### config.mk
export PLATFORM = sky130hd
export DESIGN_NAME = wcd_detector
export DESIGN_NICKNAME = d
export VERILOG_FILES = /design/src/wcd_pkg.sv /design/src/wcd_detector.sv
export VERILOG_INCLUDE_DIRS = /design/src /design/src/src
export SDC_FILE = /design/constraint.sdc
export NUM_CORES = 1
export LEC_CHECK = 0
export BUFFER_PORTS_ARGS = -buffer_cell sky130_fd_sc_hd__buf_2
export CAP_MARGIN = 20
export CORE_UTILIZATION = 34
export DETAILED_ROUTE_END_ITERATION = 7
export GPL_TIMING_DRIVEN = 0
export SLEW_MARGIN = 20
export SYNTH_ARGS = -nofsm -noshare
export SYNTH_HDL_FRONTEND = slang
export SYNTH_SLANG_ARGS = --single-unit
### constraint.sdc
create_clock -name core_clk -period 4.4 [get_ports core_clk]
set_input_delay 0.44 -clock core_clk [delete_from_list [all_inputs] [get_ports core_clk]]
set_output_delay 0.44 -clock core_clk [all_outputs]
set_load 0.01 [all_outputs]
### src/wcd_params.svh
/*
  Offsets, field positions, reset values and timing counts of the
  wake-up card detector. Assumes an 8-bit register port.
*/
`ifndef WCD_PARAMS_SVH
`define WCD_PARAMS_SVH

// ****************************************
// register offsets
// ****************************************
`define WCD_A_OPCTL    8'h02
`define WCD_A_WTC      8'h32
`define WCD_A_CH_BASE  8'h33
`define WCD_A_STS      8'h3b
`define WCD_A_MASK     8'h3c

// ****************************************
// fields and reset values
// ****************************************
`define WCD_OP_WAKE    2
`define WCD_WTC_LONG   3
`define WCD_WTC_AMP    6
`define WCD_WTC_PH     7
`define WCD_WTC_RST    8'h08
`define WCD_STS_TMR    0
`define WCD_STS_DEV0   1

// ****************************************
// timing
// ****************************************
`define WCD_RC_HZ      32000
`define WCD_UNIT_MS    10
`define WCD_RC_TICKS   ((`WCD_RC_HZ * `WCD_UNIT_MS) / 1000)
`define WCD_LONG_MUL   10
`define WCD_FIELD_NS   20000
`define WCD_CLK_NS     5
`define WCD_FIELD_CYC  (`WCD_FIELD_NS / `WCD_CLK_NS)

`endif

### src/wcd_pkg.sv
/*
  Types of the wake-up card detector.
  Assumes wcd_params.svh supplies the numbers.
*/
package wcd_pkg;

  typedef enum logic [2:0] {
    WCD_IDLE  = 3'b001,
    WCD_SENSE = 3'b010,
    WCD_EVAL  = 3'b100
  } wcd_state_e;

  // per-measurement configuration register
  typedef struct packed {
    logic [3:0] thr;
    logic       incl;
    logic [1:0] wsel;
    logic       auto_ref;
  } wcd_cfg_s;

  // decoded channel register access
  typedef struct packed {
    logic       hit;
    logic       ch;
    logic [1:0] sub;
  } wcd_rsel_s;

endpackage : wcd_pkg

### src/wcd_detector.sv
/*
  Wake-up card-presence detector: wake timer on the RC oscillator,
  phase and amplitude measurement scheduling, reference keeping,
  threshold compare, sticky status and interrupt.
  Assumes the analog front end answers meas_start on core_clk with
  meas_done and meas_value; rc_osc_clk is an asynchronous pin.
*/
`timescale 1ns/100ps
`default_nettype none
`include "wcd_params.svh"

// Notes on behaviour
// - wake mode: only wake bit set
// - phase and amplitude measurements selectable
// - wake timer counts RC oscillator ticks
// - measure each period, interrupt on deviation
// - periods 10 to 800 ms, reset 100
// - timer control selects measurement types
// - field on only briefly per measurement
// - contiguous wake register range
// - four registers per measurement type
// - interrupt when |diff| exceeds threshold
// - reference auto-averaged or host written
// - first expiry stores measurement as reference
// - init redone on each mode entry
// - no deviation interrupt at first expiry; code suppresses it only with auto reference
// - ref minus (ref minus value)/weight
// - average kept with ten bits
// - config bit includes triggering measurement
module wcd_detector #(
  parameter int RC_TICKS  = `WCD_RC_TICKS,
  parameter int FIELD_CYC = `WCD_FIELD_CYC
) (
  input  wire logic       core_clk,
  input  wire logic       rst,
  input  wire logic [7:0] reg_addr,
  input  wire logic [7:0] reg_wdata,
  input  wire logic       reg_wr,
  input  wire logic       reg_rd,
  output logic      [7:0] reg_rdata,
  input  wire logic       rc_osc_clk,
  output logic            field_en,
  output logic            meas_start,
  output logic            meas_phase,
  input  wire logic       meas_done,
  input  wire logic [7:0] meas_value,
  output logic            wake_mode,
  output logic            irq
);

  // ****************************************
  // decode
  // ****************************************
  function automatic wcd_pkg::wcd_rsel_s ch_dec(input logic [7:0] a);
    logic [7:0] o;
    o = a - `WCD_A_CH_BASE;
    ch_dec.hit = (a >= `WCD_A_CH_BASE) && (o < 8'h08);
    ch_dec.ch  = o[2];
    ch_dec.sub = o[1:0];
  endfunction : ch_dec

  wcd_pkg::wcd_rsel_s   wsel_c;
  wcd_pkg::wcd_rsel_s   rsel_c;
  logic           [7:0] op_q;
  logic           [7:0] wtc_q;
  logic           [2:0] sts_q;
  logic           [2:0] mask_q;
  wcd_pkg::wcd_cfg_s    cfg_q  [2];
  logic           [7:0] href_q [2];
  logic           [9:0] avg_q  [2];
  logic           [7:0] res_q  [2];
  logic                 init_q [2];
  logic           [1:0] dev_c;
  logic           [1:0] exceed_c;
  logic                 mode_q;
  logic                 mode_rise;
  logic                 expire;
  wcd_pkg::wcd_state_e  st_q;
  logic                 cur_q;
  logic           [1:0] pend_q;
  logic           [7:0] mv_q;
  logic          [11:0] fcnt_q;

  assign wsel_c = ch_dec(reg_addr);
  assign rsel_c = ch_dec(reg_addr);

  // ****************************************
  // control registers
  // ****************************************
  // host keeps these stable while the mode runs, so no shadowing
  always_ff @(posedge core_clk) begin
    if (rst) begin
      op_q   <= 8'h00;
      wtc_q  <= `WCD_WTC_RST;
      mask_q <= 3'h0;
    end else if (reg_wr) begin
      if (reg_addr == `WCD_A_OPCTL) begin
        op_q <= reg_wdata;
      end else if (reg_addr == `WCD_A_WTC) begin
        wtc_q <= reg_wdata;
      end else if (reg_addr == `WCD_A_MASK) begin
        mask_q <= reg_wdata[2:0];
      end
    end
  end

  genvar g;
  generate
    for (g = 0; g < 2; g++) begin : g_hreg
      always_ff @(posedge core_clk) begin
        if (rst) begin
          cfg_q[g]  <= '0;
          href_q[g] <= 8'h00;
        end else if (reg_wr && wsel_c.hit && wsel_c.ch == 1'(g)) begin
          if (wsel_c.sub == 2'd0) begin
            cfg_q[g] <= reg_wdata;
          end else if (wsel_c.sub == 2'd1) begin
            href_q[g] <= reg_wdata;
          end
        end
      end
    end
  endgenerate

  // ****************************************
  // read port
  // ****************************************
  always_ff @(posedge core_clk) begin
    if (rst || !reg_rd) begin
      reg_rdata <= 8'h00;
    end else if (reg_addr == `WCD_A_OPCTL) begin
      reg_rdata <= op_q;
    end else if (reg_addr == `WCD_A_WTC) begin
      reg_rdata <= wtc_q;
    end else if (rsel_c.hit) begin
      case (rsel_c.sub)
        2'd0:    reg_rdata <= cfg_q[rsel_c.ch];
        2'd1:    reg_rdata <= href_q[rsel_c.ch];
        2'd2:    reg_rdata <= avg_q[rsel_c.ch][9:2];
        default: reg_rdata <= res_q[rsel_c.ch];
      endcase
    end else if (reg_addr == `WCD_A_STS) begin
      reg_rdata <= {5'h00, sts_q};
    end else if (reg_addr == `WCD_A_MASK) begin
      reg_rdata <= {5'h00, mask_q};
    end else begin
      reg_rdata <= 8'h00;
    end
  end

  // ****************************************
  // mode entry
  // ****************************************
  always_ff @(posedge core_clk) begin
    if (rst) begin
      mode_q <= 1'b0;
    end else begin
      mode_q <= (op_q == (8'h01 << `WCD_OP_WAKE));
    end
  end

  assign mode_rise = (op_q == (8'h01 << `WCD_OP_WAKE)) && !mode_q;
  assign wake_mode = mode_q;

  // ****************************************
  // wake timer on the rc oscillator
  // ****************************************
  logic        rc_s1_q;
  logic        rc_s2_q;
  logic        rc_s3_q;
  logic        rc_tick;
  logic [8:0]  tick_q;
  logic [6:0]  unit_q;
  logic [6:0]  unit_lim;

  always_ff @(posedge core_clk) begin
    if (rst) begin
      rc_s1_q <= 1'b0;
      rc_s2_q <= 1'b0;
      rc_s3_q <= 1'b0;
    end else begin
      rc_s1_q <= rc_osc_clk;
      rc_s2_q <= rc_s1_q;
      rc_s3_q <= rc_s2_q;
    end
  end

  assign rc_tick  = rc_s2_q && !rc_s3_q;
  // short range 10..80 ms, long range 100..800 ms
  assign unit_lim = wtc_q[`WCD_WTC_LONG]
                  ? 7'(({4'h0, wtc_q[2:0]} + 7'd1) * `WCD_LONG_MUL)
                  : 7'({4'h0, wtc_q[2:0]} + 7'd1);

  always_ff @(posedge core_clk) begin
    if (rst || !mode_q) begin
      tick_q <= 9'h000;
      unit_q <= 7'h00;
    end else if (rc_tick) begin
      if (tick_q == 9'(RC_TICKS - 1)) begin
        tick_q <= 9'h000;
        unit_q <= expire ? 7'h00 : unit_q + 7'd1;
      end else begin
        tick_q <= tick_q + 9'd1;
      end
    end
  end

  assign expire = mode_q && rc_tick && (tick_q == 9'(RC_TICKS - 1))
                && (unit_q == unit_lim - 7'd1);

  // ****************************************
  // measurement sequencer
  // ****************************************
  // a measurement still running when the mode drops is finished
  always_ff @(posedge core_clk) begin
    if (rst) begin
      st_q   <= wcd_pkg::WCD_IDLE;
      cur_q  <= 1'b0;
      pend_q <= 2'b00;
      mv_q   <= 8'h00;
      fcnt_q <= 12'h000;
    end else begin
      case (st_q)
        wcd_pkg::WCD_IDLE: begin
          if (expire && (wtc_q[`WCD_WTC_AMP] || wtc_q[`WCD_WTC_PH])) begin
            pend_q <= {wtc_q[`WCD_WTC_PH], wtc_q[`WCD_WTC_AMP]};
            cur_q  <= !wtc_q[`WCD_WTC_AMP];
            fcnt_q <= 12'h000;
            st_q   <= wcd_pkg::WCD_SENSE;
          end
        end
        wcd_pkg::WCD_SENSE: begin
          fcnt_q <= fcnt_q + 12'd1;
          if (meas_done) begin
            mv_q <= meas_value;
            st_q <= wcd_pkg::WCD_EVAL;
          end else if (fcnt_q == 12'(FIELD_CYC - 1)) begin
            pend_q[cur_q] <= 1'b0;
            cur_q         <= 1'b1;
            fcnt_q        <= 12'h000;
            st_q          <= (!cur_q && pend_q[1]) ? wcd_pkg::WCD_SENSE
                                                   : wcd_pkg::WCD_IDLE;
          end
        end
        wcd_pkg::WCD_EVAL: begin
          pend_q[cur_q] <= 1'b0;
          cur_q         <= 1'b1;
          fcnt_q        <= 12'h000;
          st_q          <= (!cur_q && pend_q[1]) ? wcd_pkg::WCD_SENSE
                                                 : wcd_pkg::WCD_IDLE;
        end
        default: st_q <= wcd_pkg::WCD_IDLE;
      endcase
    end
  end

  assign field_en   = (st_q == wcd_pkg::WCD_SENSE);
  assign meas_start = field_en && (fcnt_q == 12'h000);
  assign meas_phase = cur_q;

  // ****************************************
  // per-channel reference and compare
  // ****************************************
  generate
    for (g = 0; g < 2; g++) begin : g_ch
      logic               ev;
      logic        [7:0]  ref_v;
      logic signed [8:0]  dlt;
      logic        [8:0]  mag;
      logic signed [10:0] ad;
      logic signed [10:0] adj;
      logic signed [10:0] q;
      logic        [10:0] nv;

      assign ev    = (st_q == wcd_pkg::WCD_EVAL) && (cur_q == 1'(g));
      assign ref_v = cfg_q[g].auto_ref ? avg_q[g][9:2] : href_q[g];
      assign dlt   = $signed({1'b0, mv_q}) - $signed({1'b0, ref_v});
      assign mag   = dlt[8] ? 9'(-dlt) : dlt;
      assign exceed_c[g] = mag > {5'h00, cfg_q[g].thr};
      assign dev_c[g]    = ev && exceed_c[g] && !init_q[g];
      // old minus new sample, both on ten bits
      assign ad  = $signed({1'b0, avg_q[g]}) - $signed({1'b0, mv_q, 2'b00});
      assign adj = ad[10] ? 11'(ad + ((11'sd1 <<< cfg_q[g].wsel) - 11'sd1)) : ad;
      assign q   = adj >>> cfg_q[g].wsel;
      assign nv  = 11'({1'b0, avg_q[g]} - q);

      always_ff @(posedge core_clk) begin
        if (rst) begin
          avg_q[g]  <= 10'h000;
          res_q[g]  <= 8'h00;
          init_q[g] <= 1'b0;
        end else if (mode_rise) begin
          init_q[g] <= cfg_q[g].auto_ref;
        end else if (ev) begin
          res_q[g] <= mv_q;
          if (init_q[g]) begin
            avg_q[g]  <= {mv_q, 2'b00};
            init_q[g] <= 1'b0;
          end else if (cfg_q[g].auto_ref
                       && !(exceed_c[g] && !cfg_q[g].incl)) begin
            avg_q[g] <= nv[9:0];
          end
        end
      end

      property p_init_store;
        @(posedge core_clk) disable iff (rst)
        (ev && init_q[g] && !mode_rise) |=> (avg_q[g] == {$past(mv_q), 2'b00});
      endproperty
      a_init_store: assert property (p_init_store)
        else $error("first sample not stored as reference");

      property p_entry_init;
        @(posedge core_clk) disable iff (rst)
        (mode_rise && cfg_q[g].auto_ref) |=> init_q[g];
      endproperty
      a_entry_init: assert property (p_entry_init)
        else $error("reference init not armed on entry");

      property p_excluded_hold;
        @(posedge core_clk) disable iff (rst)
        (ev && !init_q[g] && !mode_rise && exceed_c[g] && !cfg_q[g].incl)
          |=> $stable(avg_q[g]);
      endproperty
      a_excluded_hold: assert property (p_excluded_hold)
        else $error("excluded sample changed the average");

      property p_dev_cause;
        @(posedge core_clk) disable iff (rst)
        $rose(sts_q[`WCD_STS_DEV0 + g]) |->
          $past(ev && exceed_c[g] && !init_q[g]);
      endproperty
      a_dev_cause: assert property (p_dev_cause)
        else $error("deviation flag without cause");
    end
  endgenerate

  // ****************************************
  // status and interrupt
  // ****************************************
  logic [2:0] set_c;
  logic [2:0] clr_c;

  // timer flag only when the period runs with no measurement enabled
  assign set_c = {dev_c, expire && !wtc_q[`WCD_WTC_AMP] && !wtc_q[`WCD_WTC_PH]};
  assign clr_c = (reg_wr && reg_addr == `WCD_A_STS) ? reg_wdata[2:0] : 3'h0;

  always_ff @(posedge core_clk) begin
    if (rst) begin
      sts_q <= 3'h0;
    end else begin
      sts_q <= (sts_q & ~clr_c) | set_c;
    end
  end

  assign irq = |(sts_q & mask_q);

  // ****************************************
  // checks
  // ****************************************
  property p_mode_sel;
    @(posedge core_clk) disable iff (rst)
    mode_q == $past(op_q == (8'h01 << `WCD_OP_WAKE));
  endproperty
  a_mode_sel: assert property (p_mode_sel)
    else $error("wake mode not tied to sole wake bit");

  // cycles the field has been on in the current measurement
  logic [12:0] fon_q;

  always_ff @(posedge core_clk) begin
    if (rst) begin
      fon_q <= 13'h0000;
    end else if (meas_start) begin
      fon_q <= 13'h0001;
    end else if (field_en) begin
      fon_q <= fon_q + 13'd1;
    end else begin
      fon_q <= 13'h0000;
    end
  end

  property p_field_short;
    @(posedge core_clk) disable iff (rst)
    (field_en && !meas_start) |-> (fon_q < 13'(FIELD_CYC));
  endproperty
  a_field_short: assert property (p_field_short)
    else $error("field stays on too long");

  property p_start_needs_expiry;
    @(posedge core_clk) disable iff (rst)
    ($rose(field_en) && $past(st_q == wcd_pkg::WCD_IDLE)) |-> $past(expire);
  endproperty
  a_start_needs_expiry: assert property (p_start_needs_expiry)
    else $error("measurement without timer expiry");

  property p_expire_in_mode;
    @(posedge core_clk) disable iff (rst)
    expire |-> mode_q && rc_tick;
  endproperty
  a_expire_in_mode: assert property (p_expire_in_mode)
    else $error("timer expiry outside rc tick or mode");

  property p_irq_level;
    @(posedge core_clk) disable iff (rst)
    (set_c != 3'h0) |=> ##1 (irq == |(sts_q & mask_q)) && ((sts_q & $past(set_c, 2)) != 3'h0);
  endproperty
  a_irq_level: assert property (p_irq_level)
    else $error("event lost or interrupt mismatch");

  property p_sel_follows;
    @(posedge core_clk) disable iff (rst)
    meas_start |-> (meas_phase ? wtc_q[`WCD_WTC_PH] : wtc_q[`WCD_WTC_AMP]);
  endproperty
  a_sel_follows: assert property (p_sel_follows)
    else $error("measurement type not enabled");

endmodule : wcd_detector

`default_nettype wire

==> results.sh, run 1 <==
export IMPL_final_fill_count=3191
export IMPL_endpoint="avg_q[0][9]$_DFFE_PP_"
export IMPL_seq_area_mm2=0.003631
export IMPL_final_setup_viol_count=5
export IMPL_r2r_cells=25
export IMPL_fin_area_mm2=0.01481
export IMPL_fin_ws_ns=-0.4502
export IMPL_start_util_pct=34.82
export IMPL_clockBufferDepth=2
export IMPL_post_route_util_pct=45.05
export IMPL_worstSetupStartpointType="register"
export IMPL_violations="negative setup slack"
export IMPL_syn2layout_area_growth_pct=29.38
export IMPL_chipWidth_um=185.5
export IMPL_grt_pass1_vias=9757
export IMPL_rrSetupSlack_ns=-0.45
export IMPL_period_share_pct=110.2
export IMPL_async_flop_share_pct=0
export IMPL_cts_root_buf="clkbuf_16"
export IMPL_drt_iter0_drc=690
export IMPL_drive_gt1_share_pct=28.52
export IMPL_yosysMostFrequentCell="nand2_1"
export IMPL_via_per_inst=5.422
export IMPL_globalRoute_totalOverflow=0
export IMPL_gp_congestion=0.8596
export IMPL_grt_pass1_wl_um=52650
export IMPL_pin_count=43
export IMPL_finClkSkew_ns=0.01320
export IMPL_yosysWarningCount=0
export IMPL_clkSlewWorstSetupHoldPaths_ns=0.06
export IMPL_dieArea_mm2=0.03440
export IMPL_die_y_um=185.5
export IMPL_detail_route_wirelength_um=33640
export IMPL_synth_flop_cell="dfxtp_1"
export IMPL_max_cap_violations=0
export IMPL_grt_antenna_before_repair=1
export IMPL_hold_violations=0
export IMPL_r2r_end="avg_q[0][9]$_DFFE_PP_"
export IMPL_rsz0062_at_grt="yes"
export IMPL_cts_hold_buffers=0
export IMPL_clock_fmax_ghz=0.2062
export IMPL_synth_top_area_share_pct=18.37
export IMPL_grt_use_total_pct=19.74
export IMPL_required_ns=4.58
export IMPL_vias=10320
export IMPL_wl_per_cell_um=17.67
export IMPL_outcome="finished, violations left"
export IMPL_ant_nets=0
export IMPL_crit_start="avg_q[0][2]$_DFFE_PP_"
export IMPL_tightest_slew_ns=0.8439
export IMPL_crit_type="register to register"
export IMPL_slew_headroom_pct=43.59
export IMPL_tns_ns=-1.022
export IMPL_first_pass_iters=5
export IMPL_synth_area_leaders="edfxtp_1, dfxtp_1, ha_1"
export IMPL_grt_start_max_net_pins=17
export IMPL_clock_latency_ns=0.43
export IMPL_rows=66
export IMPL_hold_class="input pin to register"
export IMPL_coreArea_mm2=0.03287
export IMPL_ys_ff_latch=145
export IMPL_synth_cell_types=76
export IMPL_cts_htree_levels=4
export IMPL_synth_edf_count=70
export IMPL_critPathCaptureType="register"
export IMPL_final_nets=1582
export IMPL_timing_rr_start="avg_q[0][2]$_DFFE_PP_"
export IMPL_route_detailed_drc=0
export IMPL_multi_input_comb_area_mm2=0.008376
export IMPL_diodes=0
export IMPL_peakVddDrop_mv=0.2757
export IMPL_portBuffers=41
export IMPL_synth_area_mm2=0.01144
export IMPL_yosysTopAreaCell="edfxtp_1"
export IMPL_fin_crit_ns=4.850
export IMPL_seq_area_frac_synth_pct=31.49
export IMPL_cts_tree="built"
export IMPL_place_area_mm2=0.01243
export IMPL_crit_arrival_ns=5.03
export IMPL_crit_fanout=4
export IMPL_finalPower_mw=4.236
export IMPL_power_density_mw_per_mm2=286.1
export IMPL_power_leakage_nw=5.806
export IMPL_numCtsBuffers=17
export IMPL_finalMaxSlewViolations=0
export IMPL_cts_sinks=145
export IMPL_avgSynthCellArea_um2=8.947
export IMPL_synthTopCellsByCount="nand2_1, nor2_1, ha_1, a21oi_1, dfxtp_1"
export IMPL_synth_net_count=1412
export IMPL_synth_cells=1279
export IMPL_dpl_hpwl_um=23920
export IMPL_post_place_ws_ns=-1.071
-- registers in the layout, indices dropped and copies added (netlist names), 2 cells and up --
name / flops
wtc_q: 8
unit_q: 7
sts_q: 3
mask_q: 3
tick_q: 9
reg_rdata: 8
res_q: 16
href_q: 16
avg_q: 20
op_q: 8
mv_q: 8
fcnt_q: 12
st_q: 3
init_q: 2
cfg_q: 16
-- metal layers --
layer  up-vias  track usage [%]  wire length, um
li1       5028                -                -
met4         2            5.157              556
met3        45            5.028             2753
met1      4958            26.15            14440
met2       291            31.75            15870
met5         -                0               13
-- report_power, final --
part | switching, mW | internal, mW | total, mW
logic | 0.690 | 0.704 | 1.39
clock network | 0.612 | 0.766 | 1.38
registers | 0.0276 | 1.44 | 1.46
-- metrics by stage --
stage | std cells | hold WS, ns
after floorplan | 1279 | 0.4138
after global routing | 1904 | 0.2381
after CTS | 1859 | 0.2128
after detailed placement | 1764 | 0.4447
after global placement | 1762 | 0.4464
final | 1904 | 0.2229
-- cells by family after synthesis --
family | after synthesis | synth area share [%]
muxes | 86 | 9.633
DFF | 145 | 31.49
adders and majority gates | 103 | 11.79
and+or+nand+nor | 477 | 21.32
buffers and inverters | 126 | 4.275
xor gates and xnor gates | 83 | 6.473
AOI/OAI and AO/OA | 259 | 15.02
-- layout by cell type, fill, tap and decap left out, drive strengths merged, types with 10 or more instances in the layout --
cell type / n
and3: 19
edfxtp: 70
nand4: 15
clkbuf: 46
nor4: 20
ha: 95
mux2i: 55
o21a: 10
o211ai: 13
inv: 75
buf: 173
a21oi: 86
o21ai: 50
nor3: 30
xnor2: 51
mux4: 18
a21o: 15
nor2b: 24
nor4b: 10
nand2b: 14
dfxtp: 75
nor2: 108
and2: 46
nand3: 39
xor2: 31
nand2: 111
mux2: 13
-- repair_timing --
| item | 4_1_cts | 5_1_grt |
|---|---|---|
| gates cloned | 2 | 1 |
| endpoints found under the setup margin | 42 | 39 |
| buffers inserted | 66 | 51 |
| pin swaps | 53 | 81 |
| resized for setup | 101 | 118 |
-- final cells by class --
type	instances	area share [%]
multi-input combinational	1009	56.57
clock inverter	12	0.6761
tap	442	3.735
sequential	145	24.52
inverter	77	2.155
clock buffer	20	3.093
buffer	40	1.403
timing repair buffer	159	7.842
-- worst max-delay path: stages, from the launching register on --
cell and delay (ns):
edfxtp_1 0.38, inv_2 0.06, ha_4 0.16, fa_2 0.37
nor2b_4 0.13, o21ai_2 0.06, nor2b_4 0.13, xnor2_2 0.21
inv_2 0.07, ha_4 0.25, nand3_1 0.08, o211ai_1 0.12
buf_4 0.16, o41ai_4 0.37, xnor2_1 0.22, mux2i_1 0.18
mux2i_1 0.20, mux2i_1 0.12, ha_2 0.22, nor3_2 0.13
and3_4 0.21, nor3_4 0.05, or4_1 0.39, nand3_1 0.10
xor2_1 0.16, o21ai_1 0.07
-- how the worst min path moves through the flow --
stage / to / depth (start not counted) / slack (ns) / startpoint
after floorplan: rc_s2_q$_SDFF_PP0_ / 1 / 0.41 / rc_s1_q$_SDFF_PP0_
after global placement: wtc_q[5]$_SDFFE_PP0P_ / 2 / 0.45 / wtc_q[5]$_SDFFE_PP0P_
after detailed placement: rc_s2_q$_SDFF_PP0_ / 1 / 0.44 / rc_s1_q$_SDFF_PP0_
after CTS: rc_s1_q$_SDFF_PP0_ / 2 / 0.21 / rc_osc_clk
after global routing: rc_s1_q$_SDFF_PP0_ / 2 / 0.24 / rc_osc_clk
final: rc_s1_q$_SDFF_PP0_ / 2 / 0.22 / rc_osc_clk
Power figures use the tool's default switching activity.
==> inputs of run 2 (changes only) <==
BUFFER_PORTS_ARGS = not set   (was -buffer_cell sky130_fd_sc_hd__buf_2)
DONT_BUFFER_PORTS = 1   (was not set)
clock period = 5.3 ns   (was 4.4 ns; I/O delays follow)
==> results.sh, run 2 (synthesized netlist as in run 1, its figures left out) <==
export IMPL_diodes=0
export IMPL_post_place_ws_ns=-0.5223
export IMPL_portBuffers=0
export IMPL_chipWidth_um=185.5
export IMPL_post_route_util_pct=39.48
export IMPL_critPathCaptureType="register"
export IMPL_syn2layout_area_growth_pct=13.38
export IMPL_final_nets=1461
export IMPL_die_y_um=185.5
export IMPL_grt_start_max_net_pins=17
export IMPL_power_density_mw_per_mm2=247.1
export IMPL_clkPwrFrac_pct=35.6
export IMPL_clock_latency_ns=0.43
export IMPL_finalMaxSlewViolations=0
export IMPL_dpl_hpwl_um=23910
export IMPL_outcome="finished, final reports clean"
export IMPL_comb_power_share_pct=26.3
export IMPL_drive_gt1_share_pct=11.86
export IMPL_cts_htree_levels=4
export IMPL_clockBufferDepth=2
export IMPL_power_leakage_nw=5.003
export IMPL_crit_chain="buf_1 > nand2_1 > ha_1 > inv_1 > fa_1 > a21oi_1 > o21ai_0 > o21a_1 > nor2_1 > xnor2_1 > mux2i_1 > mux2i_1 > mux2i_1 > ha_1 > or2_2 > a21oi_1 > a31oi_1 > nor4b_1 > a311oi_1 > xor2_1 > a22o_1"
export IMPL_cp_common_cell="mux2i_1"
export IMPL_globalRoute_totalOverflow=0
export IMPL_first_pass_iters=6
export IMPL_final_setup_viol_count=0
export IMPL_netSwitchingFraction_pct=31.05
export IMPL_ant_nets=0
export IMPL_max_cap_violations=0
export IMPL_gp_congestion=0.8767
export IMPL_cts_root_buf="clkbuf_16"
export IMPL_hold_class="input pin to register"
export IMPL_tightest_slew_ns=0.7965
export IMPL_final_common_cell="nand2_1"
export IMPL_cpPeakStageDelay_ns=0.69
export IMPL_crit_type="register to register"
export IMPL_p_int_mw=2.211
export IMPL_worstSetupStartpointType="register"
export IMPL_grt_pass1_vias=9198
export IMPL_pin_count=43
export IMPL_crit_fanout=10
export IMPL_required_ns=5.49
export IMPL_clkSlewWorstSetupHoldPaths_ns=0.07
export IMPL_slew_headroom_pct=46.54
export IMPL_grt_pass1_wl_um=49020
export IMPL_grt_use_total_pct=18.28
export IMPL_cpMaxStageDelayCell="edfxtp_1"
export IMPL_clock_fmax_ghz=0.1922
export IMPL_period_share_pct=98.16
export IMPL_largest_register_ffs=20
export IMPL_fin_ws_ns=0.09742
export IMPL_finClkSkew_ns=0.01375
export IMPL_cts_tree="built"
export IMPL_tns_ns=0
export IMPL_detail_route_wirelength_um=31380
export IMPL_top_register="avg_q"
export IMPL_via_per_inst=5.476
export IMPL_rsz0062_at_grt="yes"
export IMPL_dieArea_mm2=0.03440
export IMPL_hold_violations=0
export IMPL_rows=66
export IMPL_coreArea_mm2=0.03287
export IMPL_fin_crit_ns=5.203
export IMPL_cts_sinks=145
export IMPL_pwr_share_seq_pct=38.1
export IMPL_most_common_layout_cells="nand2_1, nor2_1, ha_1, a21oi_1, inv_1"
export IMPL_grt_antenna_before_repair=0
export IMPL_start_util_pct=34.82
export IMPL_peakVddDrop_mv=0.2768
export IMPL_route_detailed_drc=0
export IMPL_vias=9763
export IMPL_drt_iter0_drc=663
export IMPL_wl_per_cell_um=17.60
export IMPL_switching_power_mw=0.9954
export IMPL_crit_arrival_ns=5.39
export IMPL_numCtsBuffers=17
[run 2: path summary, 6_finish.rpt]
path	start	end	slack, ns	cells after the start
setup / recovery	cfg_q[1][2]$_SDFFCE_PN0P_	avg_q[1][9]$_SDFFCE_PN0P_	0.1	21
hold / removal	reg_wdata[3]	op_q[3]$_SDFFE_PP0P_	0.25	2
setup reg to reg	cfg_q[1][2]$_SDFFCE_PN0P_	avg_q[1][9]$_SDFFCE_PN0P_	0.1	21
hold reg to reg	rc_s1_q$_SDFF_PP0_	rc_s2_q$_SDFF_PP0_	0.45	1
[run 2: metrics by stage]
step | hold slack, ns | power [mW] | cell area, um^2 | cells
final | 0.2452 | 3.206 | 12970 | 1783
after global routing | 0.2466 | 3.365 | 12970 | 1783
after CTS | 0.2375 | 3.143 | 12610 | 1752
after detailed placement | 0.4319 | 2.000 | 12010 | 1722
after global placement | 0.4391 | 1.987 | 12000 | 1721
after floorplan | 0.4138 | 1.840 | 11440 | 1279
[run 2: area by class of cell]
class / count / area, um^2
fill: 3324 / 19890
multi-input combinational: 1008 / 7505
sequential: 145 / 3616
tap: 442 / 553.0
clock buffer: 18 / 439.2
inverter: 77 / 292.8
timing repair buffer: 34 / 265.3
buffer: 45 / 186.4
clock inverter: 14 / 117.6
[run 2: what timing repair did]
item                                   CTS  global route
hold buffers                             0             0
setup endpoints to repair               26            27
resized for setup                       10            33
pin swaps                                0            15
endpoints found under the hold margin    0             0
gates cloned                             0             0
setup buffers                            1            32
[run 2: power by group through the flow]
stage | sequential (mW) | combinational [mW] | clock, mW
6_report | 1.22 | 0.844 | 1.14
4_1_cts | 1.23 | 0.763 | 1.15
3_5_place_dp | 1.24 | 0.756 | 0
5_1_grt | 1.22 | 0.940 | 1.20
2_1_floorplan | 1.23 | 0.610 | 0
3_3_place_gp | 1.24 | 0.742 | 0
[run 2: critical path: cells and delay by family (launching register included)]
kind,cells,cell delay (ns)
DFF,1,0.69
and+or+nand+nor,4,0.81
AOI/OAI and AO/OA,7,1.10
xor gates and xnor gates,2,0.26
muxes,3,0.57
adders and majority gates,3,1.06
buffers and inverters,2,0.48
[run 2: metal layers]
metal	vias to the layer above	track usage (%)	wire, um
li1	4781	-	-
met1	4652	24.76	14190
met2	282	29.80	14670
met3	48	3.209	1857
met4	0	4.826	665
met5	-	0	0
==> inputs of run 3 (changes only) <==
ABC_AREA = 1   (was not set)
==> results.sh, run 3 <==
export IMPL_r2r_cells=25
export IMPL_grt_use_total_pct=19.55
export IMPL_hold_class="input pin to register"
export IMPL_rows=67
export IMPL_most_common_layout_cells="nand2_1, inv_1, nor2_1, o21ai_0, nand3_1"
export IMPL_portBuffers=0
export IMPL_max_cap_violations=0
export IMPL_seq_area_frac_synth_pct=30.90
export IMPL_numCtsBuffers=17
export IMPL_cts_hold_buffers=0
export IMPL_synthTopCellsByCount="nand2_1, inv_1, nor2_1, o21ai_0, nand3_1"
export IMPL_cpPeakStageDelay_ns=0.50
export IMPL_whs_endpoint="rc_s1_q$_SDFF_PP0_"
export IMPL_slew_headroom_pct=32.82
export IMPL_finalPower_mw=3.180
export IMPL_final_nets=1856
export IMPL_rsz0062_at_grt="no"
export IMPL_crit_fanout=5
export IMPL_yosysTopAreaCell="edfxtp_1"
export IMPL_post_route_util_pct=38.33
export IMPL_async_flop_share_pct=0
export IMPL_coreArea_mm2=0.03362
export IMPL_grt_pass1_wl_um=54710
export IMPL_cp_common_cell="nand2_1"
export IMPL_synth_area_mm2=0.01166
export IMPL_crit_type="register to register"
export IMPL_final_common_cell="nand2_1"
export IMPL_hold_depth=2
export IMPL_detail_route_wirelength_um=33870
export IMPL_cpMaxStageDelayCell="fa_1"
export IMPL_die_y_um=187.2
export IMPL_grt_antenna_before_repair=3
export IMPL_hold_violations=0
export IMPL_rrSetupSlack_ns=0.40
export IMPL_diodes=0
export IMPL_largest_register_ffs=20
export IMPL_fin_area_mm2=0.01288
export IMPL_instances_no_fill=2184
export IMPL_top_register="avg_q"
export IMPL_crit_start="avg_q[1][2]$_SDFFCE_PN0P_"
export IMPL_crit_arrival_ns=5.08
export IMPL_cts_tree="built"
export IMPL_hold_start="rc_osc_clk"
export IMPL_power_leakage_nw=5.882
export IMPL_final_fill_count=3560
export IMPL_synth_cells=1700
export IMPL_first_pass_iters=5
export IMPL_globalRoute_totalOverflow=0
export IMPL_avgSynthCellArea_um2=6.859
export IMPL_tns_ns=0
export IMPL_synth_cell_types=46
export IMPL_r2r_end="avg_q[1][7]$_SDFFCE_PN0P_"
export IMPL_synth_area_leaders="edfxtp_1, nand2_1, dfxtp_1"
export IMPL_chipWidth_um=187.2
export IMPL_synth_flop_cell="dfxtp_1"
export IMPL_clkSlewWorstSetupHoldPaths_ns=0.07
export IMPL_outcome="finished, final reports clean"
export IMPL_whs_ns=0.1967
export IMPL_clockBufferDepth=2
export IMPL_power_density_mw_per_mm2=246.8
export IMPL_yosysWarningCount=0
export IMPL_ant_nets=0
export IMPL_grt_pass1_vias=10790
export IMPL_cts_htree_levels=4
export IMPL_drive_gt1_share_pct=4.839
export IMPL_ys_ff_latch=145
export IMPL_place_area_mm2=0.01223
export IMPL_dpl_hpwl_um=26700
export IMPL_required_ns=5.48
export IMPL_peakVddDrop_mv=0.2262
export IMPL_timing_rr_start="avg_q[1][2]$_SDFFCE_PN0P_"
export IMPL_drt_iter0_drc=832
export IMPL_synth_edf_count=70
export IMPL_vias=11150
export IMPL_dieArea_mm2=0.03504
export IMPL_post_place_ws_ns=-0.003983
export IMPL_grt_start_max_net_pins=17
export IMPL_gp_congestion=0.9498
export IMPL_tightest_slew_ns=0.9984
export IMPL_start_util_pct=34.69
export IMPL_finClkSkew_ns=0.01419
export IMPL_final_setup_viol_count=0
export IMPL_synth_net_count=1833
export IMPL_fin_ws_ns=0.3977
export IMPL_finalMaxSlewViolations=0
export IMPL_period_share_pct=92.50
export IMPL_route_detailed_drc=0
export IMPL_placedCellCount=2148
export IMPL_via_per_inst=5.104
export IMPL_fin_crit_ns=4.902
export IMPL_pin_count=43
export IMPL_cts_root_buf="clkbuf_16"
export IMPL_yosysMostFrequentCell="nand2_1"
export IMPL_synth_top_area_share_pct=18.03
export IMPL_critPathCaptureType="register"
export IMPL_worstSetupStartpointType="register"
export IMPL_clock_fmax_ghz=0.2040
export IMPL_syn2layout_area_growth_pct=10.51
export IMPL_wl_per_cell_um=15.51
export IMPL_clock_latency_ns=0.44
export IMPL_cts_sinks=145
[run 3: logic make-up (layout without fill, tap and decap cells)]
group	after synthesis	in the layout	synth area share, %
adder cells (fa/ha/maj)	103	103	11.57
XOR/XNOR	49	49	3.745
flip-flops	145	145	30.90
buffers and inverters	296	332	9.647
AND/OR/NAND/NOR	796	796	28.97
AO/OA/AOI/OAI	305	305	14.65
multiplexers	6	6	0.5151
[run 3: how the worst max path moves through the flow]
stage / end / slack [ns] / depth (start not counted)
2_1_floorplan: avg_q[1][9]$_SDFFCE_PN0P_ / 0.98 / 30
3_3_place_gp: avg_q[0][9]$_DFFE_PP_ / -0.05 / 31
3_5_place_dp: avg_q[0][9]$_DFFE_PP_ / -0.004 / 31
4_1_cts: avg_q[1][9]$_SDFFCE_PN0P_ / 0.08 / 30
5_1_grt: avg_q[1][9]$_SDFFCE_PN0P_ / 0.005 / 30
6_report: avg_q[1][7]$_SDFFCE_PN0P_ / 0.40 / 25
[run 3: final cells by class]
| type | count | area [um^2] | share of cell area (%) |
|---|---|---|---|
| multi-input combinational | 1259 | 6967 | 54.07 |
| sequential | 145 | 3610 | 28.02 |
| tap | 448 | 560.5 | 4.350 |
| timing repair buffer | 5 | 37.54 | 0.2913 |
| clock inverter | 15 | 157.7 | 1.224 |
| inverter | 261 | 983.4 | 7.633 |
| clock buffer | 17 | 425.4 | 3.302 |
| buffer | 34 | 143.9 | 1.117 |
[run 3: routing by layer]
metal | routed length [um] | track usage, % | share of wire (%)
met1 | 15460 | 24.99 | 46
met2 | 15860 | 33.44 | 47
met3 | 1749 | 3.415 | 5.2
met4 | 774 | 5.832 | 2.3
met5 | 27 | 0 | 0.080
[run 3: repair_timing]
item / CTS / global route
pin swaps: 0 / 1
resized for setup: 1 / 18
setup buffers: 0 / 5
setup endpoints to repair: 1 / 7
[run 3: worst max-delay path: cells and delay by family (launching register included)]
family | cells | cell delay, ns
adders and majority gates | 5 | 1.68
DFF | 1 | 0.48
AOI/OAI and AO/OA | 9 | 1.40
and+or+nand+nor | 7 | 0.75
buffers and inverters | 3 | 0.17
xor gates and xnor gates | 1 | 0.18
[run 3: power breakdown]
part	switching (mW)	internal (mW)	total [mW]	leakage [nW]
sequential	0.0282	1.20	1.23	1.30
clock	0.520	0.700	1.22	0.291
combinational	0.468	0.263	0.732	4.29
